[config.mk]
export PLATFORM = sky130hd
export DESIGN_NAME = swc_window_cfg
export DESIGN_NICKNAME = d
export VERILOG_FILES = /design/src/inc/swc_pkg.sv /design/src/verilog/swc_spi_frame.sv /design/src/verilog/swc_window_cfg.sv
export SDC_FILE = /design/constraint.sdc
export NUM_CORES = 1
export LEC_CHECK = 0
export ABC_CLOCK_PERIOD_IN_PS = 7500
export BUFFER_PORTS_ARGS = -buffer_cell sky130_fd_sc_hd__buf_2
export CELL_PAD_IN_SITES_DETAIL_PLACEMENT = 1
export CELL_PAD_IN_SITES_GLOBAL_PLACEMENT = 1
export CORE_UTILIZATION = 46
export CTS_CLUSTER_SIZE = 24
export DETAILED_ROUTE_END_ITERATION = 10
export GPL_TIMING_DRIVEN = 1
export PLACE_DENSITY_LB_ADDON = 0.1
export SYNTH_ARGS = -nofsm -noshare
export SYNTH_HDL_FRONTEND = slang
export SYNTH_SLANG_ARGS = --single-unit
[constraint.sdc]
create_clock -name core_clk -period 7.5 [get_ports core_clk]
set_input_delay 1.125 -clock core_clk [delete_from_list [all_inputs] [get_ports core_clk]]
set_output_delay 1.125 -clock core_clk [all_outputs]
set_load 0.02 [all_outputs]
[src/inc/swc_pkg.sv]
`default_nettype none
package swc_pkg;
  // Register offsets on the controller port and in SPI register commands.
  localparam logic [7:0] OFF_IRQ_EN = 8'h10;
  localparam logic [7:0] OFF_WIN_CFG = 8'h14;
  localparam logic [7:0] OFF_W0_BASE = 8'h18;
  localparam logic [7:0] OFF_W0_WLIM = 8'h1C;
  localparam logic [7:0] OFF_W0_RLIM = 8'h20;
  localparam logic [7:0] OFF_W1_BASE = 8'h24;
  localparam logic [7:0] OFF_W1_WLIM = 8'h28;
  localparam logic [7:0] OFF_W1_RLIM = 8'h2C;
  // Interrupt enable bit positions.
  localparam int IE_WR_DONE = 0;
  localparam int IE_RD_DONE = 1;
  localparam int IE_WR_BUSY = 3;
  localparam int IE_RD_BUSY = 4;
  localparam int IE_SREG_BUSY = 5;
  localparam int IE_OOL0 = 19;
  localparam int IE_OOL1 = 20;
  // Writable bit masks; all other bits are reserved and read as zero.
  localparam logic [31:0] IRQ_EN_MASK = 32'h0018_003B;
  localparam logic [31:0] WIN_CFG_MASK = 32'h0000_0003;
  localparam logic [31:0] BASE_MASK = 32'hFFFF_FFFC;
  localparam logic [31:0] LIMIT_MASK = 32'h0000_7FFC;
  localparam int CFG_EN0 = 0;
  localparam int CFG_EN1 = 1;
  // Reset values.
  localparam logic [31:0] RST_IRQ_EN = 32'h0000_0000;
  localparam logic [31:0] RST_WIN_CFG = 32'h0000_0000;
  localparam logic [31:0] RST_BASE = 32'h0000_0000;
  localparam logic [31:0] RST_LIMIT = 32'h0000_0000;
  // SPI frame layout: one command byte, then one 32-bit word, MSB first.
  localparam int CMD_BITS = 8;
  localparam int WORD_BITS = 32;
  localparam int FRAME_BITS = 40;
  localparam int CMD_MEM_BIT = 7;
  localparam int CMD_WR_BIT = 6;
  localparam logic [5:0] CNT_CMD_DONE = 6'h08;
  localparam logic [5:0] CNT_FRAME_DONE = 6'h28;
endpackage
`default_nettype wire

[src/verilog/swc_spi_frame.sv]
`default_nettype none
module swc_spi_frame (
  // Clock and reset.
  input wire logic core_clk,
  input wire logic sys_rst,
  // SPI pins, mode 0.
  input wire logic spi_sck,
  input wire logic spi_cs_n,
  input wire logic spi_mosi,
  output logic spi_miso,
  // Decoded frame toward the register logic.
  output logic cmd_valid,
  output logic [7:0] cmd_byte,
  output logic frame_valid,
  output logic [31:0] frame_word,
  input wire logic [31:0] reply_word
);
  logic [2:0] sck_s, cs_s, mosi_s;
  logic [5:0] cnt, next_cnt;
  logic [39:0] shift, next_shift;
  logic [31:0] tx, next_tx;
  logic tx_loaded, next_tx_loaded;
  logic next_miso, next_cmd_valid, next_frame_valid;
  logic [7:0] next_cmd_byte;
  logic [31:0] next_frame_word;
  logic rise, fall, active;

  // Pins cross into core_clk through two flops; edges use flops two and three.
  always_ff @(posedge core_clk)
  begin
    if (sys_rst)
    begin
      sck_s <= 3'h0;
      cs_s <= 3'h7;
      mosi_s <= 3'h0;
    end
    else
    begin
      sck_s <= {sck_s[1:0], spi_sck};
      cs_s <= {cs_s[1:0], spi_cs_n};
      mosi_s <= {mosi_s[1:0], spi_mosi};
    end
  end

  assign active = !cs_s[1];
  assign rise = active && sck_s[1] && !sck_s[2];
  assign fall = active && !sck_s[1] && sck_s[2];

  always_comb
  begin
    next_cnt = cnt;
    next_shift = shift;
    next_tx = tx;
    next_tx_loaded = tx_loaded;
    next_miso = spi_miso;
    next_cmd_valid = 1'b0;
    next_frame_valid = 1'b0;
    next_cmd_byte = cmd_byte;
    next_frame_word = frame_word;
    if (!active)
    begin
      next_cnt = 6'h00;
      next_tx_loaded = 1'b0;
      next_miso = 1'b0;
    end
    else if (rise && cnt != swc_pkg::CNT_FRAME_DONE)
    begin
      next_shift = {shift[38:0], mosi_s[1]};
      next_cnt = cnt + 6'h01;
      if (next_cnt == swc_pkg::CNT_CMD_DONE)
      begin
        next_cmd_valid = 1'b1;
        next_cmd_byte = next_shift[7:0];
      end
      if (next_cnt == swc_pkg::CNT_FRAME_DONE)
      begin
        next_frame_valid = 1'b1;
        next_frame_word = next_shift[31:0];
      end
    end
    else if (fall && cnt >= swc_pkg::CNT_CMD_DONE)
    begin
      // The reply is taken a half SCK period after the command byte, by
      // which time the register side has long since registered it.
      if (!tx_loaded)
      begin
        next_tx = {reply_word[30:0], 1'b0};
        next_miso = reply_word[31];
        next_tx_loaded = 1'b1;
      end
      else
      begin
        next_tx = {tx[30:0], 1'b0};
        next_miso = tx[31];
      end
    end
  end

  always_ff @(posedge core_clk)
  begin
    if (sys_rst)
    begin
      cnt <= 6'h00;
      shift <= 40'h00_0000_0000;
      tx <= 32'h0000_0000;
      tx_loaded <= 1'b0;
      spi_miso <= 1'b0;
      cmd_valid <= 1'b0;
      frame_valid <= 1'b0;
      cmd_byte <= 8'h00;
      frame_word <= 32'h0000_0000;
    end
    else
    begin
      cnt <= next_cnt;
      shift <= next_shift;
      tx <= next_tx;
      tx_loaded <= next_tx_loaded;
      spi_miso <= next_miso;
      cmd_valid <= next_cmd_valid;
      frame_valid <= next_frame_valid;
      cmd_byte <= next_cmd_byte;
      frame_word <= next_frame_word;
    end
  end
endmodule
`default_nettype wire

[src/verilog/swc_window_cfg.sv]
`default_nettype none
module swc_window_cfg (
  // Clock and reset.
  input wire logic core_clk,
  input wire logic sys_rst,
  // Controller register port.
  input wire logic ec_wr_en,
  input wire logic ec_rd_en,
  input wire logic [7:0] ec_addr,
  input wire logic [31:0] ec_wdata,
  output logic [31:0] ec_rdata,
  // SPI pins.
  input wire logic spi_sck,
  input wire logic spi_cs_n,
  input wire logic spi_mosi,
  output logic spi_miso,
  // Status flags and lock bits from the rest of the unit.
  input wire logic status_reg_xfer_busy,
  input wire logic mem_read_busy,
  input wire logic mem_write_busy,
  input wire logic mem_read_done,
  input wire logic mem_write_done,
  input wire logic window0_addr_lock,
  input wire logic window1_addr_lock,
  // Out-of-limit flags and their clears.
  input wire logic [1:0] out_of_limit_clr,
  output logic [1:0] out_of_limit,
  // Accepted memory access toward the controller memory bus.
  output logic mem_req,
  output logic mem_write,
  output logic [31:0] mem_addr,
  // Interrupt toward the embedded controller.
  output logic embedded_controller_irq
);
  logic [31:0] irq_en, next_irq_en;
  logic [31:0] win_cfg, next_win_cfg;
  logic [1:0][31:0] base, next_base;
  logic [1:0][31:0] wlim, next_wlim;
  logic [1:0][31:0] rlim, next_rlim;
  logic [1:0] next_ool;
  logic [31:0] next_ec_rdata, spi_reply, next_spi_reply;
  logic next_mem_req, next_mem_write;
  logic [31:0] next_mem_addr;
  logic cmd_valid, frame_valid;
  logic [7:0] cmd_byte;
  logic [31:0] frame_word;
  logic [1:0] wr_v, wr_spi;
  logic [1:0][7:0] wr_a;
  logic [1:0][31:0] wr_d;
  logic [1:0] lock;
  logic [1:0][31:0] lim_sel;
  logic [1:0] hit;

  function automatic logic [31:0] reg_read(input logic [7:0] a);
    case (a)
      swc_pkg::OFF_IRQ_EN: reg_read = irq_en;
      swc_pkg::OFF_WIN_CFG: reg_read = win_cfg;
      swc_pkg::OFF_W0_BASE: reg_read = base[0];
      swc_pkg::OFF_W0_WLIM: reg_read = wlim[0];
      swc_pkg::OFF_W0_RLIM: reg_read = rlim[0];
      swc_pkg::OFF_W1_BASE: reg_read = base[1];
      swc_pkg::OFF_W1_WLIM: reg_read = wlim[1];
      swc_pkg::OFF_W1_RLIM: reg_read = rlim[1];
      default: reg_read = 32'h0000_0000;
    endcase
  endfunction

  // The limit is an exclusive byte count above the base.
  function automatic logic in_window(input logic en, input logic [31:0] b,
    input logic [31:0] lim, input logic [31:0] a);
    logic [31:0] off;
    off = a - b;
    in_window = en && (a >= b) && (off < lim);
  endfunction

  swc_spi_frame u_frame (
    .core_clk(core_clk),
    .sys_rst(sys_rst),
    .spi_sck(spi_sck),
    .spi_cs_n(spi_cs_n),
    .spi_mosi(spi_mosi),
    .spi_miso(spi_miso),
    .cmd_valid(cmd_valid),
    .cmd_byte(cmd_byte),
    .frame_valid(frame_valid),
    .frame_word(frame_word),
    .reply_word(spi_reply)
  );

  assign lock = {window1_addr_lock, window0_addr_lock};

  // Register writes: SPI is source 0, controller is source 1 and wins.
  always_comb
  begin
    wr_v[0] = frame_valid && !cmd_byte[swc_pkg::CMD_MEM_BIT]
      && cmd_byte[swc_pkg::CMD_WR_BIT];
    wr_a[0] = {cmd_byte[5:0], 2'b00};
    wr_d[0] = frame_word;
    wr_spi[0] = 1'b1;
    wr_v[1] = ec_wr_en;
    wr_a[1] = ec_addr;
    wr_d[1] = ec_wdata;
    wr_spi[1] = 1'b0;
    next_irq_en = irq_en;
    next_win_cfg = win_cfg;
    next_base = base;
    next_wlim = wlim;
    next_rlim = rlim;
    for (int s = 0; s < 2; s++)
    begin
      if (wr_v[s])
      begin
        for (int w = 0; w < 2; w++)
        begin
          // Locked window address registers ignore the SPI master.
          if (!(wr_spi[s] && lock[w]))
          begin
            if (wr_a[s] == (w == 0 ? swc_pkg::OFF_W0_BASE
              : swc_pkg::OFF_W1_BASE))
              next_base[w] = wr_d[s] & swc_pkg::BASE_MASK;
            if (wr_a[s] == (w == 0 ? swc_pkg::OFF_W0_WLIM
              : swc_pkg::OFF_W1_WLIM))
              next_wlim[w] = wr_d[s] & swc_pkg::LIMIT_MASK;
            if (wr_a[s] == (w == 0 ? swc_pkg::OFF_W0_RLIM
              : swc_pkg::OFF_W1_RLIM))
              next_rlim[w] = wr_d[s] & swc_pkg::LIMIT_MASK;
          end
        end
        if (wr_a[s] == swc_pkg::OFF_IRQ_EN)
          next_irq_en = wr_d[s] & swc_pkg::IRQ_EN_MASK;
        if (wr_a[s] == swc_pkg::OFF_WIN_CFG)
          next_win_cfg = wr_d[s] & swc_pkg::WIN_CFG_MASK;
      end
    end
  end

  // Window check for SPI memory frames; a miss flags window one if enabled and at or above its base, else window zero.
  always_comb
  begin
    next_ool = out_of_limit & ~out_of_limit_clr;
    next_mem_req = 1'b0;
    next_mem_write = mem_write;
    next_mem_addr = mem_addr;
    for (int w = 0; w < 2; w++)
    begin
      lim_sel[w] = cmd_byte[swc_pkg::CMD_WR_BIT] ? wlim[w] : rlim[w];
      hit[w] = in_window(win_cfg[w], base[w], lim_sel[w], frame_word);
    end
    if (frame_valid && cmd_byte[swc_pkg::CMD_MEM_BIT])
    begin
      if (hit[0] || hit[1])
      begin
        next_mem_req = 1'b1;
        next_mem_write = cmd_byte[swc_pkg::CMD_WR_BIT];
        next_mem_addr = frame_word;
      end
      else if (win_cfg[swc_pkg::CFG_EN1] && frame_word >= base[1])
        next_ool[1] = 1'b1;
      else
        next_ool[0] = 1'b1;
    end
    next_ec_rdata = ec_rd_en ? reg_read(ec_addr) : ec_rdata;
    next_spi_reply = cmd_valid ? reg_read({cmd_byte[5:0], 2'b00})
      : spi_reply;
  end

  always_ff @(posedge core_clk)
  begin
    if (sys_rst)
    begin
      irq_en <= swc_pkg::RST_IRQ_EN;
      win_cfg <= swc_pkg::RST_WIN_CFG;
      base <= {2{swc_pkg::RST_BASE}};
      wlim <= {2{swc_pkg::RST_LIMIT}};
      rlim <= {2{swc_pkg::RST_LIMIT}};
      out_of_limit <= 2'h0;
      ec_rdata <= 32'h0000_0000;
      spi_reply <= 32'h0000_0000;
      mem_req <= 1'b0;
      mem_write <= 1'b0;
      mem_addr <= 32'h0000_0000;
    end
    else
    begin
      irq_en <= next_irq_en;
      win_cfg <= next_win_cfg;
      base <= next_base;
      wlim <= next_wlim;
      rlim <= next_rlim;
      out_of_limit <= next_ool;
      ec_rdata <= next_ec_rdata;
      spi_reply <= next_spi_reply;
      mem_req <= next_mem_req;
      mem_write <= next_mem_write;
      mem_addr <= next_mem_addr;
    end
  end

  // Level interrupt; it falls as soon as the flag or its enable clears.
  always_comb
  begin
    embedded_controller_irq =
      (status_reg_xfer_busy && irq_en[swc_pkg::IE_SREG_BUSY])
      || (mem_read_busy && irq_en[swc_pkg::IE_RD_BUSY])
      || (mem_write_busy && irq_en[swc_pkg::IE_WR_BUSY])
      || (mem_read_done && irq_en[swc_pkg::IE_RD_DONE])
      || (mem_write_done && irq_en[swc_pkg::IE_WR_DONE])
      || (out_of_limit[0] && irq_en[swc_pkg::IE_OOL0])
      || (out_of_limit[1] && irq_en[swc_pkg::IE_OOL1]);
  end
endmodule
`default_nettype wire

==> summary.md <==
| Metric | Value |
|---|---|
| # hold bufs at CTS | 0 |
| Mean Syn Cell Area | 8.668 sq um |
| Status | finished clean |
| Register area share after synthesis | 37.52% |
| Synth area leaders | dfxtp_1, mux2i_1, ha_1 |
| Number of synthesized register bits | 475 |
| Post-layout instance area | 28300 sq um |
| Number of max-cap violations | 0 |
| TritonCTS clock tree | done |
| Req. time, crit path | 8.01 ns |
| Worst Hold Launch | u_frame.cs_s[0] |
| Prevailing post-synth register cell | dfxtp_1 |
| Vias in the first global route | 24040 |
| Fin cells | 3689 |
| Net Count, Synth | 3110 |
| Syn Std Cell Area | 25350 sq um |
| Most common cell after layout, fill and taps aside | dfxtp_1 |
| Starting Density | 46.82% |
| Area leader, netlist | dfxtp_1 |
| Crit. Startpoint | u_frame.frame_word[0] |
| Layout cells sized above 1 | 10.39% |
| Clock latency on the worst-skew pair | 0.63 ns |
| RSZ-0062 raised after global routing | no |
| Worst-path fanout max | 34 |
| Via density | 6.530 |
| GRT Overall Usage | 35.90% |
| CTS sink cnt | 475 |
| DR WL/cell | 27.88 um |
| Kind of critical path | flop to flop |
| Final period utilization | 76.28% |
| Layout Nets | 3140 |
| Area share of the largest cell type after synthesis | 37.52% |
| WL final | 102.9 mm |
| Pre-antenna DRT Iters | 5 |
| HP Class | flop to flop |
| Design Power | 5.375 mW |
| Leakage Power | 10.60 nW |
| WP data arrival | 6.23 ns |
| Netlist cell types | 81 |
| Worst Setup Start Kind | flop |
| # IOs | 126 |
| Setup tns final | 0 ns |
| Worst VDD drop | 0.1779 mV |
| # DRC | 0 |
| Final Hold Violating Endpoints | 0 |
| Fin. max-slew vios | 0 |
| Number of standard cells after synthesis | 2924 |
| Hpwl dp | 70.57 mm |
| CTS Buf Count | 52 |
| Dpl cells | 3596 |
| Post-route minimum period | 5.721 ns |
| Placer Congestion | 0.9681 |
| Fraction of registers with async set/reset | 0% |
| Number of flops mapped to enable cells by yosys | 0 |
| CTS clk-pin slew, worst paths | 0.06 ns |
| DR vias | 24090 |
| Placed Area | 26550 sq um |
| Pin count of the biggest net entering global routing | 137 |
| Power Density | 189.9 nW/um^2 |
| DR iter-0 viols | 2359 |
| Clock Tree Buf Depth | 3 |
| First-pass GRT wire length | 152.5 mm |
| CTS Root Cell | clkbuf_16 |
| Number of antenna violations at the first check in global routing | 4 |
| Postcts setup bufs | 0 |
| # rows | 85 |
| Core Area | 54130 sq um |
| Most frequent cells in the layout | dfxtp_1, nor2_1, mux2i_1 |
| Peak Freq | 174.8 MHz |
| Remaining Overflow, GRT | 0 |
| Worst-margin pin slew | 1.433 ns |
| Final setup viols | 0 |
| N_diodes | 0 |
| Max transition margin | 4.222% |
| Warnings, synthesis | 0 |
| Syn-to-layout area delta | 11.66% |
| Critical R2R Launch | u_frame.frame_word[0] |
| Die Height | 236.7 um |
| Htree depth | 2 |
| Number of buffers added on ports | 125 |
| Setup Skew | 0.05490 ns |
| CP endpoint kind | flop |
| Post-CTS resize count | 0 |
| Antenna Nets Post-Route | 0 |
| Die width | 236.7 um |
| Die area | 56040 sq um |
==> through the flow <==
step	hold slack, ns	util (%)	setup slack, ns
2_1_floorplan	0.3895	-	3.070
3_3_place_gp	0.4024	49.05	1.885
3_5_place_dp	0.4000	49.05	1.773
4_1_cts	0.4170	52.28	1.710
5_1_grt	0.4237	52.28	1.391
6_report	0.4147	52.28	1.779
==> cells by family (layout without fill, tap and decap cells) <==
| family | count (synthesis) | after routing | synth area share, % |
|---|---|---|---|
| and+or+nand+nor | 928 | 928 | 18.00 |
| DFF | 475 | 475 | 37.52 |
| adders and majority gates | 130 | 130 | 6.477 |
| AOI/OAI and AO/OA | 831 | 831 | 22.86 |
| xor gates and xnor gates | 54 | 54 | 1.866 |
| buffers and inverters | 281 | 350 | 4.394 |
| muxes | 225 | 225 | 8.886 |
==> state kept, by name, indices dropped and copies added (netlist names), 2 cells and up <==
name / cells
base: 64
rlim: 64
wlim: 64
ec_rdata: 32
irq_en: 32
mem_addr: 32
spi_reply: 32
u_frame.frame_word: 32
win_cfg: 32
u_frame.shift: 31
u_frame.tx: 31
u_frame.cmd_byte: 8
u_frame.cnt: 6
u_frame.sck_s: 3
out_of_limit: 2
u_frame.cs_s: 2
u_frame.mosi_s: 2
==> power breakdown <==
part	internal, mW	switching, mW
Sequential	2.53	0.00357
Clock	1.53	1.12
Combinational	0.0697	0.135
==> routing by layer <==
| metal | track usage (%) | vias up | share of wire, % |
|---|---|---|---|
| li1 | - | 10720 | - |
| met1 | 49.30 | 12030 | 44 |
| met2 | 54.36 | 1106 | 43 |
| met3 | 9.723 | 228 | 10 |
| met4 | 11.43 | 4 | 3.0 |
| met5 | 0 | - | 0.026 |
==> critical path, cell delays in order, from the launching register on <==
cell and delay [ns]:
dfxtp_1 0.38, inv_1 0.10, ha_1 0.23, fa_1 0.42, nor2b_1 0.17, o31a_1 0.26
o21bai_1 0.16, a21oi_1 0.36, o21bai_1 0.18, a31oi_1 0.35, nand3_1 0.17, a311oi_1 0.29
xor2_1 0.18, ha_1 0.26, a21o_1 0.16, a21oi_1 0.19, o41a_1 0.17, o221ai_1 0.10
a21oi_1 0.30, nand3_1 0.18, a21oi_4 0.17, buf_4 0.53, mux2i_1 0.26
==> cell type report <==
class,count,area [sq um]
Clock buffer,73,1490
Clock inverter,20,257.7
Fill cell,6383,25830
Inverter,84,315.3
Multi-Input combinational cell,2168,14860
Sequential cell,475,9514
Tap cell,696,870.8
Timing Repair Buffer,173,996.0
==> cell usage after synthesis, drive strengths merged, types with 25 or more instances <==
| master | number |
|---|---|
| a22o | 25 |
| a311oi | 31 |
| nand2 | 211 |
| nor2b | 47 |
| a31oi | 32 |
| mux2i | 225 |
| o21ai | 33 |
| buf | 32 |
| nor2 | 283 |
| a21oi | 218 |
| a221oi | 30 |
| nand2b | 77 |
| nand3 | 52 |
| and2 | 134 |
| nand4 | 54 |
| dfxtp | 475 |
| inv | 84 |
| a211oi | 129 |
| a21o | 40 |
| clkbuf | 165 |
| ha | 128 |
| a22oi | 208 |
| xnor2 | 34 |
==> path summary, 6_finish.rpt <==
check        slack [ns]  depth (start not counted)         endpoint
max                1.78                         22     mem_addr[22]
min                0.41                          1  u_frame.cs_s[1]
max reg2reg        1.78                         22     mem_addr[22]
min reg2reg        0.41                          1  u_frame.cs_s[1]
Power figures use the tool's default switching activity.
